===== src/include/bucio_map.vh =====
`ifndef BUCIO_MAP_VH
`define BUCIO_MAP_VH
// ------------------------------------------------------------
// Register offsets (byte addresses)
// ------------------------------------------------------------
`define BUCIO_CTRL_OFS 8'h00
`define BUCIO_TEMP_MAX_OFS 8'h04
`define BUCIO_LOAD_MAX_OFS 8'h08
`define BUCIO_ENERGY_MAX_OFS 8'h0c
`define BUCIO_COOL_MS_OFS 8'h10
`define BUCIO_STATUS_OFS 8'h14
// ------------------------------------------------------------
// Reset values
// ------------------------------------------------------------
`define BUCIO_CTRL_RST 2'h3
`define BUCIO_TEMP_MAX_RST 16'hffff
`define BUCIO_LOAD_MAX_RST 16'hffff
`define BUCIO_ENERGY_MAX_RST 16'hffff
`define BUCIO_COOL_MS_RST 16'h03e8
// ------------------------------------------------------------
// Field positions
// ------------------------------------------------------------
`define BUCIO_CTRL_CHOP_BIT 0
`define BUCIO_CTRL_QD_BIT 1
`define BUCIO_FLT_ENABLE 0
`define BUCIO_FLT_TEMP 1
`define BUCIO_FLT_OVERCUR 2
`define BUCIO_FLT_LOAD 3
`define BUCIO_FLT_GROUND 4
`define BUCIO_ST_PREW_LSB 5
`define BUCIO_ST_COOLED_BIT 9
`define BUCIO_ST_INH_BIT 10
`define BUCIO_ST_QD_BIT 11
`define BUCIO_ST_RON_BIT 12
// ------------------------------------------------------------
// Prewarning fraction: level * DEN >= max * NUM
// ------------------------------------------------------------
`define BUCIO_PREW_NUM 3'h4
`define BUCIO_PREW_DEN 3'h5
// ------------------------------------------------------------
// Timing
// ------------------------------------------------------------
`define BUCIO_CLK_PERIOD_NS 10
`define BUCIO_MS_NS 1000000
`define BUCIO_MS_CYCLES (`BUCIO_MS_NS / `BUCIO_CLK_PERIOD_NS)
// ------------------------------------------------------------
// AXI responses
// ------------------------------------------------------------
`define BUCIO_RESP_OKAY 2'h0
`define BUCIO_RESP_DECERR 2'h3
`endif


===== src/bucio_sync.v =====
`timescale 1ns/100ps
`default_nettype none
module bucio_sync #(
   parameter WIDTH = 2,
   parameter [WIDTH-1:0] RST_VAL = {WIDTH{1'b0}}
) (
   input wire aclk,
   input wire aresetn,
   input wire [WIDTH-1:0] async_in,
   output wire [WIDTH-1:0] sync_out
);
   reg [WIDTH-1:0] meta_q;
   reg [WIDTH-1:0] sync_q;

   // First stage feeds only the second stage
   always @(posedge aclk) begin
      if (!aresetn) begin
         meta_q <= RST_VAL;
         sync_q <= RST_VAL;
      end else begin
         meta_q <= async_in;
         sync_q <= meta_q;
      end
   end

   assign sync_out = sync_q;
endmodule // bucio_sync
`default_nettype wire


===== src/bucio_top.v =====
// The placing of the registers and the AXI4-Lite register port were chosen for this implementation.
`timescale 1ns/100ps
`default_nettype none
`include "bucio_map.vh"
// Overview of operation
// - The unit is inhibited while the inhibit/acknowledge input is high and enabled while low.
// - A falling edge on the inhibit/acknowledge input clears all acknowledgeable faults.
// - A high quick-discharge input switches the braking resistor on by manual command.
// - With inhibit and quick discharge both high, inhibit wins and nothing switches on.
// - The prewarning output is high with no prewarning and low while one is active.
// - Prewarning is raised when unit temperature reaches 80 % of its maximum.
// - Prewarning is raised when the resistor load factor reaches 80 % of its maximum.
// - Prewarning is raised when braking energy reaches 80 % of its maximum.
// - Prewarning is raised when the connected resistor is not an approved type.
// - The fault output is high when ready and fault-free and falls when a fault occurs.
// - An overtemperature fault ignores acknowledge until a cooling phase has completed.
// - Missing enable, overtemperature, overcurrent, load factor and ground fault are faults.
module bucio_top #(
   parameter LVL_W = 16,
   parameter MS_CYCLES = `BUCIO_MS_CYCLES
) (
   input wire aclk,
   input wire aresetn,
   input wire [7:0] s_axi_awaddr,
   input wire s_axi_awvalid,
   output wire s_axi_awready,
   input wire [31:0] s_axi_wdata,
   input wire [3:0] s_axi_wstrb,
   input wire s_axi_wvalid,
   output wire s_axi_wready,
   output wire [1:0] s_axi_bresp,
   output wire s_axi_bvalid,
   input wire s_axi_bready,
   input wire [7:0] s_axi_araddr,
   input wire s_axi_arvalid,
   output wire s_axi_arready,
   output wire [31:0] s_axi_rdata,
   output wire [1:0] s_axi_rresp,
   output wire s_axi_rvalid,
   input wire s_axi_rready,
   input wire inhibit_ack_input,
   input wire quick_discharge_input,
   input wire brake_request,
   input wire [LVL_W-1:0] temp_level,
   input wire [LVL_W-1:0] load_level,
   input wire [LVL_W-1:0] energy_level,
   input wire resistor_approved,
   input wire overcurrent_trip,
   input wire ground_fault,
   output wire resistor_on,
   output wire prewarning_output,
   output wire fault_output
);
   localparam DIV_W = (MS_CYCLES > 1) ? $clog2(MS_CYCLES) : 1;
   localparam CMP_W = LVL_W + 3;
   localparam integer DIV_LAST_I = MS_CYCLES - 1;
   localparam [DIV_W-1:0] DIV_LAST = DIV_LAST_I[DIV_W-1:0];
   // ------------------------------------------------------------
   // Input synchronisation
   // ------------------------------------------------------------
   wire inh_s;
   wire qd_s;
   reg inh_prev_q;
   wire ack_edge;

   // Inhibit comes up asserted so the unit never brakes before the pin is seen
   bucio_sync #(
      .WIDTH(2),
      .RST_VAL(2'h1)
   ) u_sync (
      .aclk(aclk),
      .aresetn(aresetn),
      .async_in({quick_discharge_input, inhibit_ack_input}),
      .sync_out({qd_s, inh_s})
   );

   always @(posedge aclk) begin
      if (!aresetn) begin
         inh_prev_q <= 1'b1;
      end else begin
         inh_prev_q <= inh_s;
      end
   end

   assign ack_edge = inh_prev_q & ~inh_s;

   // ------------------------------------------------------------
   // Register file
   // ------------------------------------------------------------
   reg [1:0] ctrl_q;
   reg [15:0] temp_max_q;
   reg [15:0] load_max_q;
   reg [15:0] energy_max_q;
   reg [15:0] cool_ms_q;
   reg aw_hold_q;
   reg w_hold_q;
   reg [7:0] awaddr_q;
   reg [31:0] wdata_q;
   reg [3:0] wstrb_q;
   reg bvalid_q;
   reg [1:0] bresp_q;
   reg rvalid_q;
   reg [31:0] rdata_q;
   reg [1:0] rresp_q;
   wire aw_take;
   wire w_take;
   wire have_aw;
   wire have_w;
   wire do_write;
   wire [7:0] wr_addr;
   wire [31:0] wr_data;
   wire [3:0] wr_strb;
   wire wr_hit;
   wire ar_take;
   reg [31:0] rd_mux;
   reg rd_hit;
   wire [31:0] status_word;

   function [15:0] bucio_merge16;
      input [15:0] old_val;
      input [31:0] data;
      input [3:0] strb;
      begin
         bucio_merge16[7:0] = strb[0] ? data[7:0] : old_val[7:0];
         bucio_merge16[15:8] = strb[1] ? data[15:8] : old_val[15:8];
      end
   endfunction

   assign s_axi_awready = ~aw_hold_q & ~bvalid_q;
   assign s_axi_wready = ~w_hold_q & ~bvalid_q;
   assign aw_take = s_axi_awvalid & s_axi_awready;
   assign w_take = s_axi_wvalid & s_axi_wready;
   assign have_aw = aw_hold_q | aw_take;
   assign have_w = w_hold_q | w_take;
   assign do_write = have_aw & have_w & ~bvalid_q;
   assign wr_addr = aw_hold_q ? awaddr_q : s_axi_awaddr;
   assign wr_data = w_hold_q ? wdata_q : s_axi_wdata;
   assign wr_strb = w_hold_q ? wstrb_q : s_axi_wstrb;
   assign wr_hit = (wr_addr == `BUCIO_CTRL_OFS) || (wr_addr == `BUCIO_TEMP_MAX_OFS) ||
                   (wr_addr == `BUCIO_LOAD_MAX_OFS) || (wr_addr == `BUCIO_ENERGY_MAX_OFS) ||
                   (wr_addr == `BUCIO_COOL_MS_OFS) || (wr_addr == `BUCIO_STATUS_OFS);

   // Address and data may arrive in either order; the early one is parked
   always @(posedge aclk) begin
      if (!aresetn) begin
         aw_hold_q <= 1'b0;
         w_hold_q <= 1'b0;
         awaddr_q <= 8'h00;
         wdata_q <= 32'h00000000;
         wstrb_q <= 4'h0;
         bvalid_q <= 1'b0;
         bresp_q <= `BUCIO_RESP_OKAY;
      end else begin
         if (do_write) begin
            aw_hold_q <= 1'b0;
            w_hold_q <= 1'b0;
            bvalid_q <= 1'b1;
            bresp_q <= wr_hit ? `BUCIO_RESP_OKAY : `BUCIO_RESP_DECERR;
         end else begin
            if (aw_take) begin
               aw_hold_q <= 1'b1;
               awaddr_q <= s_axi_awaddr;
            end
            if (w_take) begin
               w_hold_q <= 1'b1;
               wdata_q <= s_axi_wdata;
               wstrb_q <= s_axi_wstrb;
            end
            if (bvalid_q && s_axi_bready) begin
               bvalid_q <= 1'b0;
            end
         end
      end
   end

   // Status is read-only; a write to it is answered OKAY and dropped
   always @(posedge aclk) begin
      if (!aresetn) begin
         ctrl_q <= `BUCIO_CTRL_RST;
         temp_max_q <= `BUCIO_TEMP_MAX_RST;
         load_max_q <= `BUCIO_LOAD_MAX_RST;
         energy_max_q <= `BUCIO_ENERGY_MAX_RST;
         cool_ms_q <= `BUCIO_COOL_MS_RST;
      end else if (do_write) begin
         case (wr_addr)
            `BUCIO_CTRL_OFS: begin
               if (wr_strb[0]) begin
                  ctrl_q <= wr_data[1:0];
               end
            end
            `BUCIO_TEMP_MAX_OFS: temp_max_q <= bucio_merge16(temp_max_q, wr_data, wr_strb);
            `BUCIO_LOAD_MAX_OFS: load_max_q <= bucio_merge16(load_max_q, wr_data, wr_strb);
            `BUCIO_ENERGY_MAX_OFS: energy_max_q <= bucio_merge16(energy_max_q, wr_data, wr_strb);
            `BUCIO_COOL_MS_OFS: cool_ms_q <= bucio_merge16(cool_ms_q, wr_data, wr_strb);
            default: begin
            end
         endcase
      end
   end

   assign ar_take = s_axi_arvalid & ~rvalid_q;
   assign s_axi_arready = ~rvalid_q;

   always @* begin
      rd_mux = 32'h00000000;
      rd_hit = 1'b1;
      case (s_axi_araddr)
         `BUCIO_CTRL_OFS: rd_mux = {30'h00000000, ctrl_q};
         `BUCIO_TEMP_MAX_OFS: rd_mux = {16'h0000, temp_max_q};
         `BUCIO_LOAD_MAX_OFS: rd_mux = {16'h0000, load_max_q};
         `BUCIO_ENERGY_MAX_OFS: rd_mux = {16'h0000, energy_max_q};
         `BUCIO_COOL_MS_OFS: rd_mux = {16'h0000, cool_ms_q};
         `BUCIO_STATUS_OFS: rd_mux = status_word;
         default: rd_hit = 1'b0;
      endcase
   end

   always @(posedge aclk) begin
      if (!aresetn) begin
         rvalid_q <= 1'b0;
         rdata_q <= 32'h00000000;
         rresp_q <= `BUCIO_RESP_OKAY;
      end else if (ar_take) begin
         rvalid_q <= 1'b1;
         rdata_q <= rd_mux;
         rresp_q <= rd_hit ? `BUCIO_RESP_OKAY : `BUCIO_RESP_DECERR;
      end else if (rvalid_q && s_axi_rready) begin
         rvalid_q <= 1'b0;
      end
   end

   assign s_axi_bvalid = bvalid_q;
   assign s_axi_bresp = bresp_q;
   assign s_axi_rvalid = rvalid_q;
   assign s_axi_rdata = rdata_q;
   assign s_axi_rresp = rresp_q;

   // ------------------------------------------------------------
   // Prewarning thresholds
   // ------------------------------------------------------------
   wire [3:0] prew_cause;
   wire [CMP_W-1:0] temp_scaled;
   wire [CMP_W-1:0] load_scaled;
   wire [CMP_W-1:0] energy_scaled;
   wire [CMP_W-1:0] temp_lim;
   wire [CMP_W-1:0] load_lim;
   wire [CMP_W-1:0] energy_lim;
   reg prew_n_q;

   // Scaling both sides avoids a divider for the fraction
   assign temp_scaled = temp_level * `BUCIO_PREW_DEN;
   assign load_scaled = load_level * `BUCIO_PREW_DEN;
   assign energy_scaled = energy_level * `BUCIO_PREW_DEN;
   assign temp_lim = temp_max_q[LVL_W-1:0] * `BUCIO_PREW_NUM;
   assign load_lim = load_max_q[LVL_W-1:0] * `BUCIO_PREW_NUM;
   assign energy_lim = energy_max_q[LVL_W-1:0] * `BUCIO_PREW_NUM;
   assign prew_cause[0] = temp_scaled >= temp_lim;
   assign prew_cause[1] = load_scaled >= load_lim;
   assign prew_cause[2] = energy_scaled >= energy_lim;
   assign prew_cause[3] = ~resistor_approved;

   always @(posedge aclk) begin
      if (!aresetn) begin
         prew_n_q <= 1'b1;
      end else begin
         prew_n_q <= ~|prew_cause;
      end
   end

   assign prewarning_output = prew_n_q;

   // ------------------------------------------------------------
   // Fault latches and cooling phase
   // ------------------------------------------------------------
   reg [4:0] fault_q;
   reg [4:0] fault_set;
   reg [4:0] fault_clr;
   wire overtemp;
   reg [DIV_W-1:0] div_q;
   wire ms_tick;
   reg [15:0] cool_cnt_q;
   reg cooled_q;
   reg fault_n_q;

   assign overtemp = temp_level >= temp_max_q[LVL_W-1:0];

   always @* begin
      fault_set = 5'h00;
      fault_set[`BUCIO_FLT_ENABLE] = inh_s;
      fault_set[`BUCIO_FLT_TEMP] = overtemp;
      fault_set[`BUCIO_FLT_OVERCUR] = overcurrent_trip;
      fault_set[`BUCIO_FLT_LOAD] = load_level >= load_max_q[LVL_W-1:0];
      fault_set[`BUCIO_FLT_GROUND] = ground_fault;
      fault_clr = ack_edge ? 5'h1f : 5'h00;
      fault_clr[`BUCIO_FLT_TEMP] = ack_edge & cooled_q;
   end

   // A source still present at the acknowledge edge keeps its fault
   always @(posedge aclk) begin
      if (!aresetn) begin
         fault_q <= 5'h00;
      end else begin
         fault_q <= fault_set | (fault_q & ~fault_clr);
      end
   end

   assign ms_tick = (div_q == DIV_LAST);

   always @(posedge aclk) begin
      if (!aresetn) begin
         div_q <= {DIV_W{1'b0}};
      end else if (ms_tick) begin
         div_q <= {DIV_W{1'b0}};
      end else begin
         div_q <= div_q + 1'b1;
      end
   end

   // Cooling restarts whenever the temperature climbs back to the limit
   always @(posedge aclk) begin
      if (!aresetn) begin
         cool_cnt_q <= 16'h0000;
         cooled_q <= 1'b0;
      end else if (!fault_q[`BUCIO_FLT_TEMP] || overtemp) begin
         cool_cnt_q <= 16'h0000;
         cooled_q <= 1'b0;
      end else if (cool_cnt_q >= cool_ms_q) begin
         cooled_q <= 1'b1;
      end else if (ms_tick) begin
         cool_cnt_q <= cool_cnt_q + 16'h0001;
      end
   end

   always @(posedge aclk) begin
      if (!aresetn) begin
         fault_n_q <= 1'b1;
      end else begin
         fault_n_q <= ~|fault_q;
      end
   end

   assign fault_output = fault_n_q;

   // ------------------------------------------------------------
   // Resistor switch
   // ------------------------------------------------------------
   reg ron_q;
   wire auto_brake;
   wire manual_brake;

   assign auto_brake = ctrl_q[`BUCIO_CTRL_CHOP_BIT] & brake_request;
   assign manual_brake = ctrl_q[`BUCIO_CTRL_QD_BIT] & qd_s;

   // Inhibit is checked first so it overrides a manual request
   always @(posedge aclk) begin
      if (!aresetn) begin
         ron_q <= 1'b0;
      end else if (inh_s) begin
         ron_q <= 1'b0;
      end else begin
         ron_q <= ~|fault_q & (auto_brake | manual_brake);
      end
   end

   assign resistor_on = ron_q;

   // ------------------------------------------------------------
   // Status word
   // ------------------------------------------------------------
   assign status_word = {19'h00000, ron_q, qd_s, inh_s, cooled_q, prew_cause, fault_q};
endmodule // bucio_top
`default_nettype wire


===== config.mk =====
export PLATFORM = sky130hd
export DESIGN_NAME = bucio_top
export DESIGN_NICKNAME = d
export VERILOG_FILES = /design/src/bucio_sync.v /design/src/bucio_top.v
export VERILOG_INCLUDE_DIRS = /design/src /design/src/include
export SDC_FILE = /design/constraint.sdc
export NUM_CORES = 1
export LEC_CHECK = 0
export BUFFER_PORTS_ARGS = -buffer_cell sky130_fd_sc_hd__buf_2
export CORE_MARGIN = 2
export CORE_UTILIZATION = 64
export CTS_BUF_LIST = sky130_fd_sc_hd__clkbuf_4 sky130_fd_sc_hd__clkbuf_8 sky130_fd_sc_hd__clkbuf_16
export DETAILED_ROUTE_END_ITERATION = 10
export PLACE_DENSITY_LB_ADDON = 0.15
export SYNTH_ARGS = -nofsm -noshare
export SYNTH_HDL_FRONTEND = slang
export SYNTH_SLANG_ARGS = --single-unit

===== constraint.sdc =====
create_clock -name aclk -period 10.4 [get_ports aclk]
set_input_delay 0.52 -clock aclk [delete_from_list [all_inputs] [get_ports aclk]]
set_output_delay 0.52 -clock aclk [all_outputs]
set_load 0.1 [all_outputs]

==> summary.md <==
| Metric | Value |
|---|---|
| Die X | `137 um` |
| Most frequent cell after synthesis | `ha_1` |
| Endpoints failing setup | `0` |
| Worst EP required | `10750 ps` |
| Max Slew Vio Count | `0` |
| LEAKAGE | `6.35 nW` |
| Yosys warns | `0` |
| Worst EP arrival | `4660 ps` |
| All-Layer GR Usage | `30.9%` |
| Initial core utilization | `65.5%` |
| Post-synth top cells | `182 x ha_1, 162 x nand2_1, 161 x dfxtp_1` |
| Hold WC Path Type | `in -> reg` |
| Worst Hold End | `u_sync.meta_q[0]` |
| Reg clk slew, reported paths | `60 ps` |
| Critical path type | `in -> reg` |
| DR WL/cell | `16.8 um` |
| IO buf count | `122` |
| Clk root buf | `clkbuf_16` |
| Min Clock Period, post-route | `4310 ps` |
| Critical Path Start Type | `input port` |
| Clk_skew | `10.5 ps` |
| R2R Path End | `cool_cnt_q[7]` |
| Hold-fix buffers at CTS | `0` |
| EDFF count, synth | `0` |
| Final Cycle Share | `41.5%` |
| Max-cap violations | `0` |
| CTS H-tree lvls | `4` |
| Final net count | `1781` |
| Postcts setup bufs | `0` |
| Top_reg_cell synth | `dfxtp_1` |
| Share of the synthesized area in the top cell type | `28.3%` |
| Worst r2r path cells | `10` |
| CTS tree | `built` |
| First-pass GRT wire length | `46100 um` |
| Pwr dens | `131 nW/um2` |
| Rows | `48` |
| Syn_area_per_cell | `8.20 um2` |
| Die Y | `137 um` |
| # diodes | `0` |
| Synth Instances | `1387` |
| Post-CTS Resized | `0` |
| Die area | `18800 um2` |
| Setup TNS | `0 ps` |
| Crit Path Max Fanout | `4` |
| Area grow syn2layout | `11.1%` |
| Outcome | `completed` |
| Top cells by area, synth | `dfxtp_1 28%, ha_1 20%, nand2_1 5.3%, nor2_1 4.0%, o211ai_1 3.8%` |
| Clock latency on the worst-skew pair | `430 ps` |
| Yosys top cell by area | `dfxtp_1` |
| DRC | `0` |
| Global route total overflow | `0` |
| Layout cell share with drive strength beyond 1 | `11.5%` |
| Drt total wl | `29000 um` |
| Setup slack, reg-to-reg | `7350 ps` |
| Total CTS buffers | `17` |
| Initial antenna violation count | `0` |
| Power Total | `1.65 mW` |
| Hold path start | `inhibit_ack_input` |
| Max Clk Rate | `232 MHz` |
| Worst-margin pin slew | `1100 ps` |
| ANT nets after route | `0` |
| Ys async rst share | `0%` |
| Seq/Total Area, Yosys | `28.3%` |
| Io pins | `157` |
| Worst R2R Start | `cool_ms_q[9]` |
| Unrepaired setup endpoints after global routing | `no` |
| Hold depth | `2` |
| CORE AREA | `17400 um2` |
| VDD IR max | `0.000118 V` |
| Pre-antenna DRT Iters | `6` |
| Total number of vias | `10452` |
| GPL Wtd Cong | `0.898` |
| Hold Vio Cnt, Final | `0` |
| Synth unique cells | `65` |
| Vias in the first global route | `9507` |
| Clock buffer depth | `2` |
| Clk sink count | `161` |
| Detailed Place HPWL | `22300 um` |
| Yosys reg bits | `161` |
| DRT iter0 DRCs | `930` |
| Max-slew headroom | `26.4%` |
| Crit end category | `flop` |
| Largest net degree at the start of global routing | `75` |
| Cell Area, Synth | `11400 um2` |
| Avg Vias per Cell | `6.07` |
## area by class of cell
| class | count | area (um2) |
|---|---|---|
| multi-input cells | 1078 | 7530 |
| clock buffers | 19 | 453 |
| clock inverters | 13 | 135 |
| inverters | 99 | 372 |
| fillers | 1392 | 4720 |
| flip-flops and latches | 161 | 3220 |
| repair buffers | 126 | 641 |
| well taps | 225 | 282 |
## through the flow
| step | cells | utilization (%) | hold WS (ps) | setup slack, ps | cell area, um2 |
|---|---|---|---|---|---|
| finish | 1721 | 72.8 | 269 | 6090 | 12600 |
| floorplan | 1402 | - | 386 | 6400 | 11400 |
| detailed placement | 1689 | 69.4 | 401 | 5770 | 12000 |
| CTS | 1721 | 72.8 | 262 | 6190 | 12600 |
| global route | 1721 | 72.8 | 266 | 5930 | 12600 |
| global placement | 1689 | 69.4 | 399 | 5820 | 12000 |
## cell usage in the layout (no fill, tap or decap), types with 9 or more instances in the layout
cell type / instances
conb_1: 16
a21o_1: 23
xnor2_1: 45
clkbuf_16: 17
nor2_1: 122
nand2b_1: 16
and3_1: 12
inv_1: 98
nor2b_1: 16
ha_1: 182
nand2_1: 162
xor2_1: 14
a22oi_1: 16
o21a_1: 18
buf_2: 122
mux2i_1: 30
and2_1: 9
a31oi_1: 24
nand3_1: 16
o211ai_1: 58
dfxtp_1: 161
a21oi_1: 86
o21ai_0: 51
nor3_1: 48
nand4_1: 10
a211oi_1: 13
## registers in the layout, summed over array words and instances (netlist names), 2 cells and up
name / count
div_q: 17
cool_cnt_q: 16
cool_ms_q: 16
energy_max_q: 16
load_max_q: 16
s_axi_rdata: 16
temp_max_q: 16
wdata_q: 16
awaddr_q: 8
fault_q: 5
ctrl_q: 2
u_sync.meta_q: 2
u_sync.sync_out: 2
wstrb_q: 2
## power by group
part           switching, mW  total (mW)  internal (mW)  leakage (nW)
Sequential            0.0104       0.640          0.629          1.31
Combinational          0.248       0.388          0.141          4.75
Clock                  0.257       0.623          0.366         0.289
## routing by layer
metal / share of wire (%) / up-vias / GRT usage, %
met3: 7.3 / 66 / 7.54
met1: 44 / 4865 / 40.3
met4: 2.8 / 0 / 9.11
met2: 46 / 395 / 50.7
li1: - / 5126 / -
met5: 0 / - / 0
## worst max path at each step
| stage | start | end | slack (ps) | depth (start not counted) |
|---|---|---|---|---|
| 2_1_floorplan | temp_level[1] | prewarning_output | 6400 | 18 |
| 3_3_place_gp | temp_level[3] | prewarning_output | 5820 | 19 |
| 3_5_place_dp | temp_level[3] | prewarning_output | 5770 | 19 |
| 4_1_cts | temp_level[3] | prewarning_output | 6190 | 19 |
| 5_1_grt | load_level[1] | prewarning_output | 5930 | 20 |
| 6_report | temp_level[3] | prewarning_output | 6090 | 19 |
## worst max-delay path: stages
cell and delay [ps]:
buf_2 120, ha_1 270, ha_1 190, inv_1 70
fa_1 410, nor2b_1 120, o21ai_0 110, a21boi_0 470
o211ai_1 220, a31oi_1 270, a21o_1 160, a21oi_1 70
xnor2_1 130, ha_1 290, a21oi_1 130, nand2_1 70
a211o_1 320, or4b_1 570, o21ai_1 130
## cell families (layout without fill, tap and decap cells)
group	count (synthesis)	after routing	share of synthesized area [%]
simple gates	448	448	18.1
compound gates	340	340	19.8
fa+ha+maj	185	185	20.6
buf+inv	163	257	6.04
flops	161	161	28.3
xor+xnor	59	59	4.54
mux	30	30	2.64
other cells	1	16	0.0330
Note: power is estimated with default switching activity, not from simulation.
